==> config.mk <==
export PLATFORM = sky130hd
export DESIGN_NAME = ppio_top
export DESIGN_NICKNAME = d
export VERILOG_FILES = /design/src/hw/ppio_capture_sampler.v /design/src/hw/ppio_top.v
export VERILOG_INCLUDE_DIRS = /design/src /design/src/hw
export SDC_FILE = /design/constraint.sdc
export NUM_CORES = 1
export LEC_CHECK = 0
export BUFFER_PORTS_ARGS = -buffer_cell sky130_fd_sc_hd__buf_2
export CORE_ASPECT_RATIO = 1.25
export CORE_MARGIN = 1.5
export CORE_UTILIZATION = 51
export CTS_BUF_LIST = sky130_fd_sc_hd__clkbuf_16
export DETAILED_ROUTE_END_ITERATION = 8
export PLACE_DENSITY = 0.88
export SETUP_SLACK_MARGIN = 0.4
export SYNTH_ARGS = -nofsm -noshare
export SYNTH_HDL_FRONTEND = slang
export SYNTH_SLANG_ARGS = --single-unit
export TNS_END_PERCENT = 5
==> constraint.sdc <==
create_clock -name sys_clk_in -period 3.3 [get_ports sys_clk_in]
set_clock_uncertainty 0.05 [all_clocks]
set_input_delay 0.99 -clock sys_clk_in [delete_from_list [all_inputs] [get_ports sys_clk_in]]
set_output_delay 0.99 -clock sys_clk_in [all_outputs]
set_load 0.01 [all_outputs]
==> src/hw/ppio_defines.vh <==
// Constants for the two-port parallel I/O block: register indices, resets, fields, timing.
`ifndef PPIO_DEFINES_VH
`define PPIO_DEFINES_VH

// Register indices; the APB byte address is four times the index.
`define PPIO_IDX_P2_OPEN_DRAIN   16'hf1c2
`define PPIO_IDX_P2_DATA         16'hffc0
`define PPIO_IDX_P2_DIR          16'hffc2
`define PPIO_IDX_P1L_DATA        16'hff04
`define PPIO_IDX_P1H_DATA        16'hff06
`define PPIO_IDX_P1L_DIR         16'hf104
`define PPIO_IDX_P1H_DIR         16'hf106
`define PPIO_IDX_IRQ_STATUS      16'hff10
`define PPIO_IDX_IRQ_MASK        16'hff12

// Reset values.
`define PPIO_RST_HALF            8'h00
`define PPIO_RST_WORD            16'h0000
`define PPIO_RST_IRQ             4'h0

// Field positions.
`define PPIO_HALF_MSB            7
`define PPIO_CAP_LSB             12
`define PPIO_CAP_MSB             15

// Capture lines are sampled once every this many clock cycles.
`define PPIO_CAP_SAMPLE_CYCLES   8
`define PPIO_CAP_CNT_LAST        3'h7

`endif

==> src/hw/ppio_capture_sampler.v <==
// Slow sampler and change detector for the four capture-capable lines.
`timescale 1ns/1ps
`include "ppio_defines.vh"

module ppio_capture_sampler (
    input  wire       sys_clk_in,
    input  wire       rst_in,
    input  wire [3:0] lines_in,
    output reg  [3:0] sampled_out,
    output reg  [3:0] change_out
);

    reg [2:0] div_cnt_r;
    reg       sample_en_r;

    // Divider gives one enable pulse every eight clock cycles.
    always @(posedge sys_clk_in) begin
        if (rst_in) begin
            div_cnt_r   <= 3'h0;
            sample_en_r <= 1'b0;
        end else begin
            div_cnt_r   <= div_cnt_r + 3'h1;
            sample_en_r <= (div_cnt_r == `PPIO_CAP_CNT_LAST);
        end
    end

    // Lines are looked at only on the enable, so short glitches between samples are missed.
    always @(posedge sys_clk_in) begin
        if (rst_in) begin
            sampled_out <= 4'h0;
            change_out  <= 4'h0;
        end else if (sample_en_r) begin
            sampled_out <= lines_in;
            change_out  <= lines_in ^ sampled_out;
        end else begin
            change_out  <= 4'h0;
        end
    end

endmodule // ppio_capture_sampler

==> src/hw/ppio_top.v <==
// Two 16-bit parallel I/O ports with APB registers, address-bus takeover and capture interrupts.
//
// The APB interface to the registers was decided locally.
`timescale 1ns/1ps
`include "ppio_defines.vh"

module ppio_top (
    input  wire        sys_clk_in,
    input  wire        rst_in,
    // APB slave.
    input  wire        psel_in,
    input  wire        penable_in,
    input  wire        pwrite_in,
    input  wire [17:0] paddr_in,
    input  wire [31:0] pwdata_in,
    output reg  [31:0] prdata_out,
    output wire        pready_out,
    output wire        pslverr_out,
    // Bus controller, same clock.
    input  wire        bc_ext_bus_en_in,
    input  wire        bc_demux_sel_in,
    input  wire        bc_access_in,
    input  wire [15:0] bc_addr_in,
    // Port one pins.
    input  wire [15:0] p1_pin_in,
    output wire [15:0] p1_pin_out,
    output wire [15:0] p1_pin_oe_out,
    // Port two pins and alternate output source.
    input  wire [15:0] p2_pin_in,
    output wire [15:0] p2_pin_out,
    output wire [15:0] p2_pin_oe_out,
    input  wire [15:0] p2_alt_en_in,
    input  wire [15:0] p2_alt_data_in,
    // Capture lines to the second capture unit, and interrupt.
    output wire [3:0]  upper_capture_inputs_out,
    output wire        irq_out
);

    // Decodes an APB address against a register index.
    function reg_hit;
        input [17:0] addr;
        input [15:0] idx;
        begin
            reg_hit = (addr[17:2] == idx) && (addr[1:0] == 2'b00);
        end
    endfunction

    reg  [7:0]  port1_low_half_data_r;
    reg  [7:0]  port1_high_half_data_r;
    reg  [7:0]  port1_low_half_direction_r;
    reg  [7:0]  port1_high_half_direction_r;
    reg  [15:0] port2_line_data_r;
    reg  [15:0] port2_line_direction_r;
    reg  [15:0] port2_open_drain_select_r;
    reg  [3:0]  irq_status_r;
    reg  [3:0]  irq_mask_r;
    reg  [15:0] p1_sync1_r;
    reg  [15:0] p1_sync2_r;
    reg  [15:0] p2_sync1_r;
    reg  [15:0] p2_sync2_r;
    reg  [31:0] rdata_nxt;

    wire        setup_phase;
    wire        access_phase;
    wire        wr_en;
    wire        addr_mapped;
    wire        p1_bus_active;
    wire [15:0] p1_latch;
    wire [3:0]  cap_change;
    wire [3:0]  irq_status_nxt;

    // APB phases; the slave never inserts wait states.
    assign setup_phase  = psel_in & ~penable_in;
    assign access_phase = psel_in & penable_in;
    assign wr_en        = access_phase & pwrite_in & addr_mapped;
    assign pready_out   = access_phase;
    assign pslverr_out  = access_phase & ~addr_mapped;

    // Address map shared by read and write paths.
    assign addr_mapped = reg_hit(paddr_in, `PPIO_IDX_P2_OPEN_DRAIN)
                       | reg_hit(paddr_in, `PPIO_IDX_P2_DATA)
                       | reg_hit(paddr_in, `PPIO_IDX_P2_DIR)
                       | reg_hit(paddr_in, `PPIO_IDX_P1L_DATA)
                       | reg_hit(paddr_in, `PPIO_IDX_P1H_DATA)
                       | reg_hit(paddr_in, `PPIO_IDX_P1L_DIR)
                       | reg_hit(paddr_in, `PPIO_IDX_P1H_DIR)
                       | reg_hit(paddr_in, `PPIO_IDX_IRQ_STATUS)
                       | reg_hit(paddr_in, `PPIO_IDX_IRQ_MASK);

    // Pins come from outside the clock domain, so each passes two flip-flops.
    always @(posedge sys_clk_in) begin
        if (rst_in) begin
            p1_sync1_r <= `PPIO_RST_WORD;
            p1_sync2_r <= `PPIO_RST_WORD;
            p2_sync1_r <= `PPIO_RST_WORD;
            p2_sync2_r <= `PPIO_RST_WORD;
        end else begin
            p1_sync1_r <= p1_pin_in;
            p1_sync2_r <= p1_sync1_r;
            p2_sync1_r <= p2_pin_in;
            p2_sync2_r <= p2_sync1_r;
        end
    end

    // Only a demultiplexed mode claims port one; multiplexed-only modes leave it alone.
    assign p1_bus_active = bc_ext_bus_en_in & bc_demux_sel_in;

    // Port one output latch: its input is muxed between the APB and the bus address.
    // Software writes are dropped in bus mode, which is one safe reading of the hazard.
    always @(posedge sys_clk_in) begin
        if (rst_in) begin
            port1_low_half_data_r  <= `PPIO_RST_HALF;
            port1_high_half_data_r <= `PPIO_RST_HALF;
        end else if (p1_bus_active) begin
            if (bc_access_in) begin
                port1_low_half_data_r  <= bc_addr_in[7:0];
                port1_high_half_data_r <= bc_addr_in[15:8];
            end
        end else if (wr_en) begin
            if (reg_hit(paddr_in, `PPIO_IDX_P1L_DATA)) begin
                port1_low_half_data_r <= pwdata_in[`PPIO_HALF_MSB:0];
            end
            if (reg_hit(paddr_in, `PPIO_IDX_P1H_DATA)) begin
                port1_high_half_data_r <= pwdata_in[`PPIO_HALF_MSB:0];
            end
        end
    end

    // Direction registers keep the software value through bus mode.
    always @(posedge sys_clk_in) begin
        if (rst_in) begin
            port1_low_half_direction_r  <= `PPIO_RST_HALF;
            port1_high_half_direction_r <= `PPIO_RST_HALF;
            port2_line_direction_r      <= `PPIO_RST_WORD;
        end else if (wr_en) begin
            if (reg_hit(paddr_in, `PPIO_IDX_P1L_DIR)) begin
                port1_low_half_direction_r <= pwdata_in[`PPIO_HALF_MSB:0];
            end
            if (reg_hit(paddr_in, `PPIO_IDX_P1H_DIR)) begin
                port1_high_half_direction_r <= pwdata_in[`PPIO_HALF_MSB:0];
            end
            if (reg_hit(paddr_in, `PPIO_IDX_P2_DIR)) begin
                port2_line_direction_r <= pwdata_in[15:0];
            end
        end
    end

    // Port two data and open-drain registers.
    always @(posedge sys_clk_in) begin
        if (rst_in) begin
            port2_line_data_r         <= `PPIO_RST_WORD;
            port2_open_drain_select_r <= `PPIO_RST_WORD;
        end else if (wr_en) begin
            if (reg_hit(paddr_in, `PPIO_IDX_P2_DATA)) begin
                port2_line_data_r <= pwdata_in[15:0];
            end
            if (reg_hit(paddr_in, `PPIO_IDX_P2_OPEN_DRAIN)) begin
                port2_open_drain_select_r <= pwdata_in[15:0];
            end
        end
    end

    // Port one pins: the bus controller forces all outputs on in address mode,
    // and the stored direction returns as soon as the mode drops.
    assign p1_latch      = {port1_high_half_data_r, port1_low_half_data_r};
    assign p1_pin_out    = p1_latch;
    assign p1_pin_oe_out = p1_bus_active ? 16'hffff
                         : {port1_high_half_direction_r,
                            port1_low_half_direction_r};

    // Port two pins, one driver per line.
    genvar gi;
    generate
        for (gi = 0; gi < 16; gi = gi + 1) begin : g_p2_drv
            wire drv_val;
            // Alternate data is ANDed in, so software must hold the latch at one.
            assign drv_val = port2_line_data_r[gi]
                           & (~p2_alt_en_in[gi] | p2_alt_data_in[gi]);
            assign p2_pin_out[gi] = drv_val;
            // Open-drain lines only pull low and float when driving a one.
            assign p2_pin_oe_out[gi] = port2_line_direction_r[gi]
                & (~port2_open_drain_select_r[gi] | ~drv_val);
        end
    endgenerate

    // Capture lines are the synchronised pin levels, which in address mode
    // reflect the driven address, so address changes can still interrupt.
    ppio_capture_sampler u_cap (
        .sys_clk_in  (sys_clk_in),
        .rst_in      (rst_in),
        .lines_in    (p1_sync2_r[`PPIO_CAP_MSB:`PPIO_CAP_LSB]),
        .sampled_out (upper_capture_inputs_out),
        .change_out  (cap_change)
    );

    // Sticky status: a new change wins over a write-one-to-clear in the same cycle.
    assign irq_status_nxt = (wr_en && reg_hit(paddr_in, `PPIO_IDX_IRQ_STATUS))
                          ? (irq_status_r & ~pwdata_in[3:0]) : irq_status_r;

    always @(posedge sys_clk_in) begin
        if (rst_in) begin
            irq_status_r <= `PPIO_RST_IRQ;
            irq_mask_r   <= `PPIO_RST_IRQ;
        end else begin
            irq_status_r <= irq_status_nxt | cap_change;
            if (wr_en && reg_hit(paddr_in, `PPIO_IDX_IRQ_MASK)) begin
                irq_mask_r <= pwdata_in[3:0];
            end
        end
    end

    assign irq_out = |(irq_status_r & irq_mask_r);

    // Read mux; reserved and unmapped bits read as zero.
    always @* begin
        rdata_nxt = 32'h0000_0000;
        if (reg_hit(paddr_in, `PPIO_IDX_P1L_DATA)) begin
            rdata_nxt[7:0] = p1_sync2_r[7:0];
        end else if (reg_hit(paddr_in, `PPIO_IDX_P1H_DATA)) begin
            rdata_nxt[7:0] = p1_sync2_r[15:8];
        end else if (reg_hit(paddr_in, `PPIO_IDX_P1L_DIR)) begin
            rdata_nxt[7:0] = port1_low_half_direction_r;
        end else if (reg_hit(paddr_in, `PPIO_IDX_P1H_DIR)) begin
            rdata_nxt[7:0] = port1_high_half_direction_r;
        end else if (reg_hit(paddr_in, `PPIO_IDX_P2_DATA)) begin
            rdata_nxt[15:0] = p2_sync2_r;
        end else if (reg_hit(paddr_in, `PPIO_IDX_P2_DIR)) begin
            rdata_nxt[15:0] = port2_line_direction_r;
        end else if (reg_hit(paddr_in, `PPIO_IDX_P2_OPEN_DRAIN)) begin
            rdata_nxt[15:0] = port2_open_drain_select_r;
        end else if (reg_hit(paddr_in, `PPIO_IDX_IRQ_STATUS)) begin
            rdata_nxt[3:0] = irq_status_r;
        end else if (reg_hit(paddr_in, `PPIO_IDX_IRQ_MASK)) begin
            rdata_nxt[3:0] = irq_mask_r;
        end
    end

    // Read data is captured in the setup cycle so it stands registered in the access cycle.
    always @(posedge sys_clk_in) begin
        if (rst_in) begin
            prdata_out <= 32'h0000_0000;
        end else if (setup_phase && !pwrite_in) begin
            prdata_out <= rdata_nxt;
        end
    end

endmodule // ppio_top

[Word-level counts from Yosys, hierarchy flattened]
Index checks and enable logic that the tools add are counted.
Widths: inputs -> output; s select.
Operators by class
  add/subtract/negate cells: 1
  equal/unequal tests: 11
  muxes and demuxes: 24
  bitwise gates (word level): 134
  reduce and logical (&&, ||, !) cells: 26
Operator list (count)
  $eq 16x16->1 const B: 9
  $mux 8: 16
  $not 1->1: 51
  $mux 16: 3
  $or 1x1->1: 40
  $and 1x1->1: 38
  $mux 4: 4
  $logic_and 1x1->1: 12
  $mux 12: 1
  $reduce_and 2->1: 5
  $and 4x4->4: 2
  $reduce_and 3->1: 2
  $reduce_bool 2->1: 3
  $not 4->4: 1
  $or 4x4->4: 1
  $reduce_or 4->1: 1
  $xor 4x4->4: 1
  $add 3x1->3 const B: 1
  $eq 3x3->1 const B: 1
  $logic_not 2->1: 1
  $ne 2x2->1 const B: 1
  $reduce_or 2->1: 1
  $logic_not 1->1: 1
Word-level totals
  bits in registers: 180
  output and inout bits: 103
  logic and storage cells: 214

[Logic depth before layout (Yosys ltp)]
  depth in word-level cells: 14
  gate-level depth with buffers: 9
  depth with buffers taken out: 6

[Modules after synthesis]
From an unflattened synthesis, not the netlist that was laid out.
Unflattened totals
  cells, all modules: 854
  area, all modules: 7729.9 um2
By module, submodules not included
  ppio_top: instances 1, cells an instance 817, area each 7287.0 um2, seq. area each 3363.2 um2
  ppio_capture_sampler: instances 1, cells an instance 37, area each 442.9 um2, seq. area each 240.2 um2

[Worst setup path before layout]
No wires, ideal clock.
  kind: input -> output
  start point: input paddr_in[7]
  end point: output pslverr_out
  arrival: 2136 ps
  slack: 124 ps
  stages on the path: 5
  path buffers: 0
  path through: nor4b_1 > or4b_1 > nand2_1 > a22oi_1 > o21a_1
On the way
  cells in the longest elaborated chain, start to end: 12
  elaborated cells between the ends (all ways): 28
  classes of those cells: eq/ne: 9; bitwise: 10; reduce/logical: 9
Ends and longest elaborated chain
  from (decl): line ppio_top.v:14  | input wire [17:0] paddr_in,
  $eq 16x16->1: line ppio_top.v:44  | reg_hit = (addr[17:2] == idx) && (addr[1:0] == 2'b00);
  $logic_and 1x1->1: line ppio_top.v:44
  $or 1x1->1 (7 in series): line ppio_top.v:80  | assign addr_mapped = reg_hit(paddr_in, `PPIO_IDX_P2_OPEN_DRAIN)
  $or 1x1->1 *: line ppio_top.v:80
  $not 1->1 *: line ppio_top.v:77  | assign pslverr_out = access_phase & ~addr_mapped;
  $and 1x1->1 *: line ppio_top.v:77
  to (decl): line ppio_top.v:18  | output wire pslverr_out,
Every way passes the cells marked *; elsewhere a longest branch is shown, timed or not.

[Worst setup path in the final report]
Ends and elaborated chain as after synthesis.

==> flow_summary.toml <==
[run_status]
status = "complete, but fails checks"
violations = "setup timing"

[finish]
area_growth_pct = 25.0
multi_input_area_um2 = 3430
final_cells = 1206
nets = 1155
fill_cells = 1135
final_cell_mix = "buf_2, dfxtp_1, nand2_1"
drive_gt1_share_pct = 29.0
final_common_cell = "buf_2"
seq_area_um2 = 3600
antenna_cells = 0

[floorplan]
die_h_um = 138
die_w_um = 111
coreArea_um2 = 14300
start_util_pct = 52.0
rows = 49
die_area_um2 = 15300
io_pins = 241

[power_and_ir_drop]
fin_total_pwr_mw = 4.67
p_leak_nw = 4.00
ir_drop_uv = 417
pwr_density_cell_nw_per_um2 = 503

[synth]
synth-seq-area-share_pct = 48.5
async_flop_share_pct = 0
synth.ff_latch_count = 180
synth_edf_count = 0
synth-warning-count = 0
avgSynthCellArea_um2 = 9.12
yosysTopAreaCellShare_pct = 48.5
yosysTopAreaCell = "dfxtp_1"
synth_ff_type = "dfxtp_1"
syn-cell-area_um2 = 7430
synth_area_leaders = "dfxtp_1, mux2i_1, nor2b_1"
yosysUniqueCellTypes = 61
synthCells = 815

[sta]
period_needed_ns = 3.35
final-hold-violation-count = 0
rsz0062_at_grt = "yes"
setup_slack_ns = -0.0528
clock.fmax_mhz = 298
period_share_pct = 102
setup_tns_ns = -0.0528
setup_violations = 1
final_max_slew_viol_count = 0
relSlewSlack_pct = 53.6
timing.hold.ws_ns = 0.375
tightest_slew_ns = 0.696

[clock_tree]
cts_tree = "built"
cts_max_path_buffers = 2
cts_buffers = 17
clk_latency_ns = 0.43
postCtsHoldBufs = 0
clk_pin_slew_ns = 0.07
cts_max_level = 4
cts_sinks = 180
cts-root-buf = "clkbuf_16"

[drt]
antenna_left = 0
routed_wl_um = 19200
first_pass_iters = 6
drcViolationCount = 0
vias = 6526
wl_per_cell_um = 16.0
drtIter0Drc = 442
viasPerCell = 5.41

[grt]
track_usage_pct = 24.4
grt_pass1_wl_um = 29100
grt_remaining_overflow = 0
antenna_found_initial = 0
grt_pass1_vias = 5974
grt_max_degree = 65

[worst_setup_path]
cp-end-kind = "output port"
worstPathRequired_ns = 2.26
cp_data_arrival_time_ns = 2.31
critPathMaxFanout = 3
crit_type = "input port to output port"
setup.worst_path.start_class = "input port"

[placed_design]
post-dp-hpwl_um = 14000
routabilityCongestion = 0.937
place_inst = 1174
pre_cts_slack_ns = -0.0956
io_buffers = 208

[run]
cap_violations = 0

[hold_path]
worst_hold_path_type = "register to register"
## worst paths after layout
kind | from | to | slack, ns | cells past startpoint
max | paddr_in[7] | pslverr_out | -0.05 | 7
min | u_cap.div_cnt_r[0]$_SDFF_PP0_ | u_cap.div_cnt_r[0]$_SDFF_PP0_ | 0.38 | 1
max reg2reg | port1_high_half_direction_r[1]$_SDFFE_PP0P_ | prdata_out[1]$_SDFFE_PP0P_ | 1.91 | 4
min reg2reg | u_cap.div_cnt_r[0]$_SDFF_PP0_ | u_cap.div_cnt_r[0]$_SDFF_PP0_ | 0.38 | 1
## metal layers
metal	global-route usage, %	wire, um
met1	28.2	7520
met2	41.7	9410
met3	5.59	1420
met4	14.2	886
met5	0	0
## critical path, cell delays in order
cell and delay, ns:
buf_2 0.13, or4b_4 0.54, nor2_2 0.15, a31o_2 0.12, a22oi_1 0.07, o21a_1 0.18
buf_2 0.14
## through the flow
step	utilization (%)	area [um2]
3_5_place_dp	60.3	8620
5_1_grt	65.0	9290
4_1_cts	64.9	9270
3_3_place_gp	60.3	8620
6_report	65.0	9290
2_1_floorplan	-	7500
## area by class of cell
cell class,instances,share of cell area [%]
flip-flops and latches,180,38.8
multi-input cells,558,37.0
repair buffers,241,14.3
clock buffers,17,4.58
well taps,178,2.40
clock inverters,15,2.25
inverters,17,0.687
## cells in the mapped netlist, types with 2 or more instances
cell	n
nor2_1	80
nand4_1	3
nand4b_1	2
a21o_1	2
o22ai_1	2
mux2i_1	45
a21oi_1	59
buf_2	8
nor3_1	7
nor2b_1	68
a222oi_1	9
ha_1	2
clkbuf_1	28
and2_1	12
mux2_2	5
dfxtp_1	180
a211oi_2	2
o21ai_0	15
a22o_1	3
buf_4	35
a2111oi_0	2
o221ai_1	4
xnor2_1	4
nor4_1	3
or2_2	2
buf_1	2
and3_1	3
nand2_1	96
a221o_1	2
nand2b_1	20
inv_1	16
o2bb2ai_1	2
nand3_1	9
a21boi_0	32
a211oi_1	18
nor4_4	3
a32oi_1	2
a221oi_1	3
a22oi_1	3
## power breakdown
part / total, mW / internal (mW) / leakage [nW] / switching [mW]
Clock: 2.10 / 1.17 / 0.313 / 0.936
Sequential: 2.24 / 2.22 / 1.47 / 0.0166
Combinational: 0.325 / 0.142 / 2.22 / 0.183
Total: 4.67 / 3.53 / 4.00 / 1.14
## cell families (layout without fill, tap and decap cells)
| logic type | Yosys count | count (layout) | synth area share (%) |
|---|---|---|---|
| compound gates | 166 | 166 | 15.3 |
| simple gates | 320 | 320 | 21.9 |
| fa+ha+maj | 2 | 2 | 0.337 |
| other cells | 1 | 16 | 0.0505 |
| xor+xnor | 4 | 4 | 0.471 |
| mux | 50 | 50 | 6.82 |
| flops | 180 | 180 | 48.5 |
| buf+inv | 92 | 290 | 6.67 |
## registers in the layout, summed over array words and instances, names as in the netlist
name and cells:
irq_status_r 4, irq_mask_r 4, port1_low_half_data_r 8, p2_sync1_r 16, u_cap.sample_en_r 1, port2_open_drain_select_r 16, u_cap.div_cnt_r 3, port2_line_direction_r 16
u_cap.change_out 4, p1_sync1_r 16, port1_high_half_direction_r 8, u_cap.sampled_out 4, port1_high_half_data_r 8, p2_sync2_r 16, prdata_out 16, port1_low_half_direction_r 8
port2_line_data_r 16, p1_sync2_r 16
## what timing repair did
item | in CTS | in global routing
pin swaps | 1 | 1
buffers inserted | 0 | 0
resized for setup | 4 | 2
endpoints found under the setup margin | 1 | 2
No activity file was read; power rests on OpenSTA's default activity.
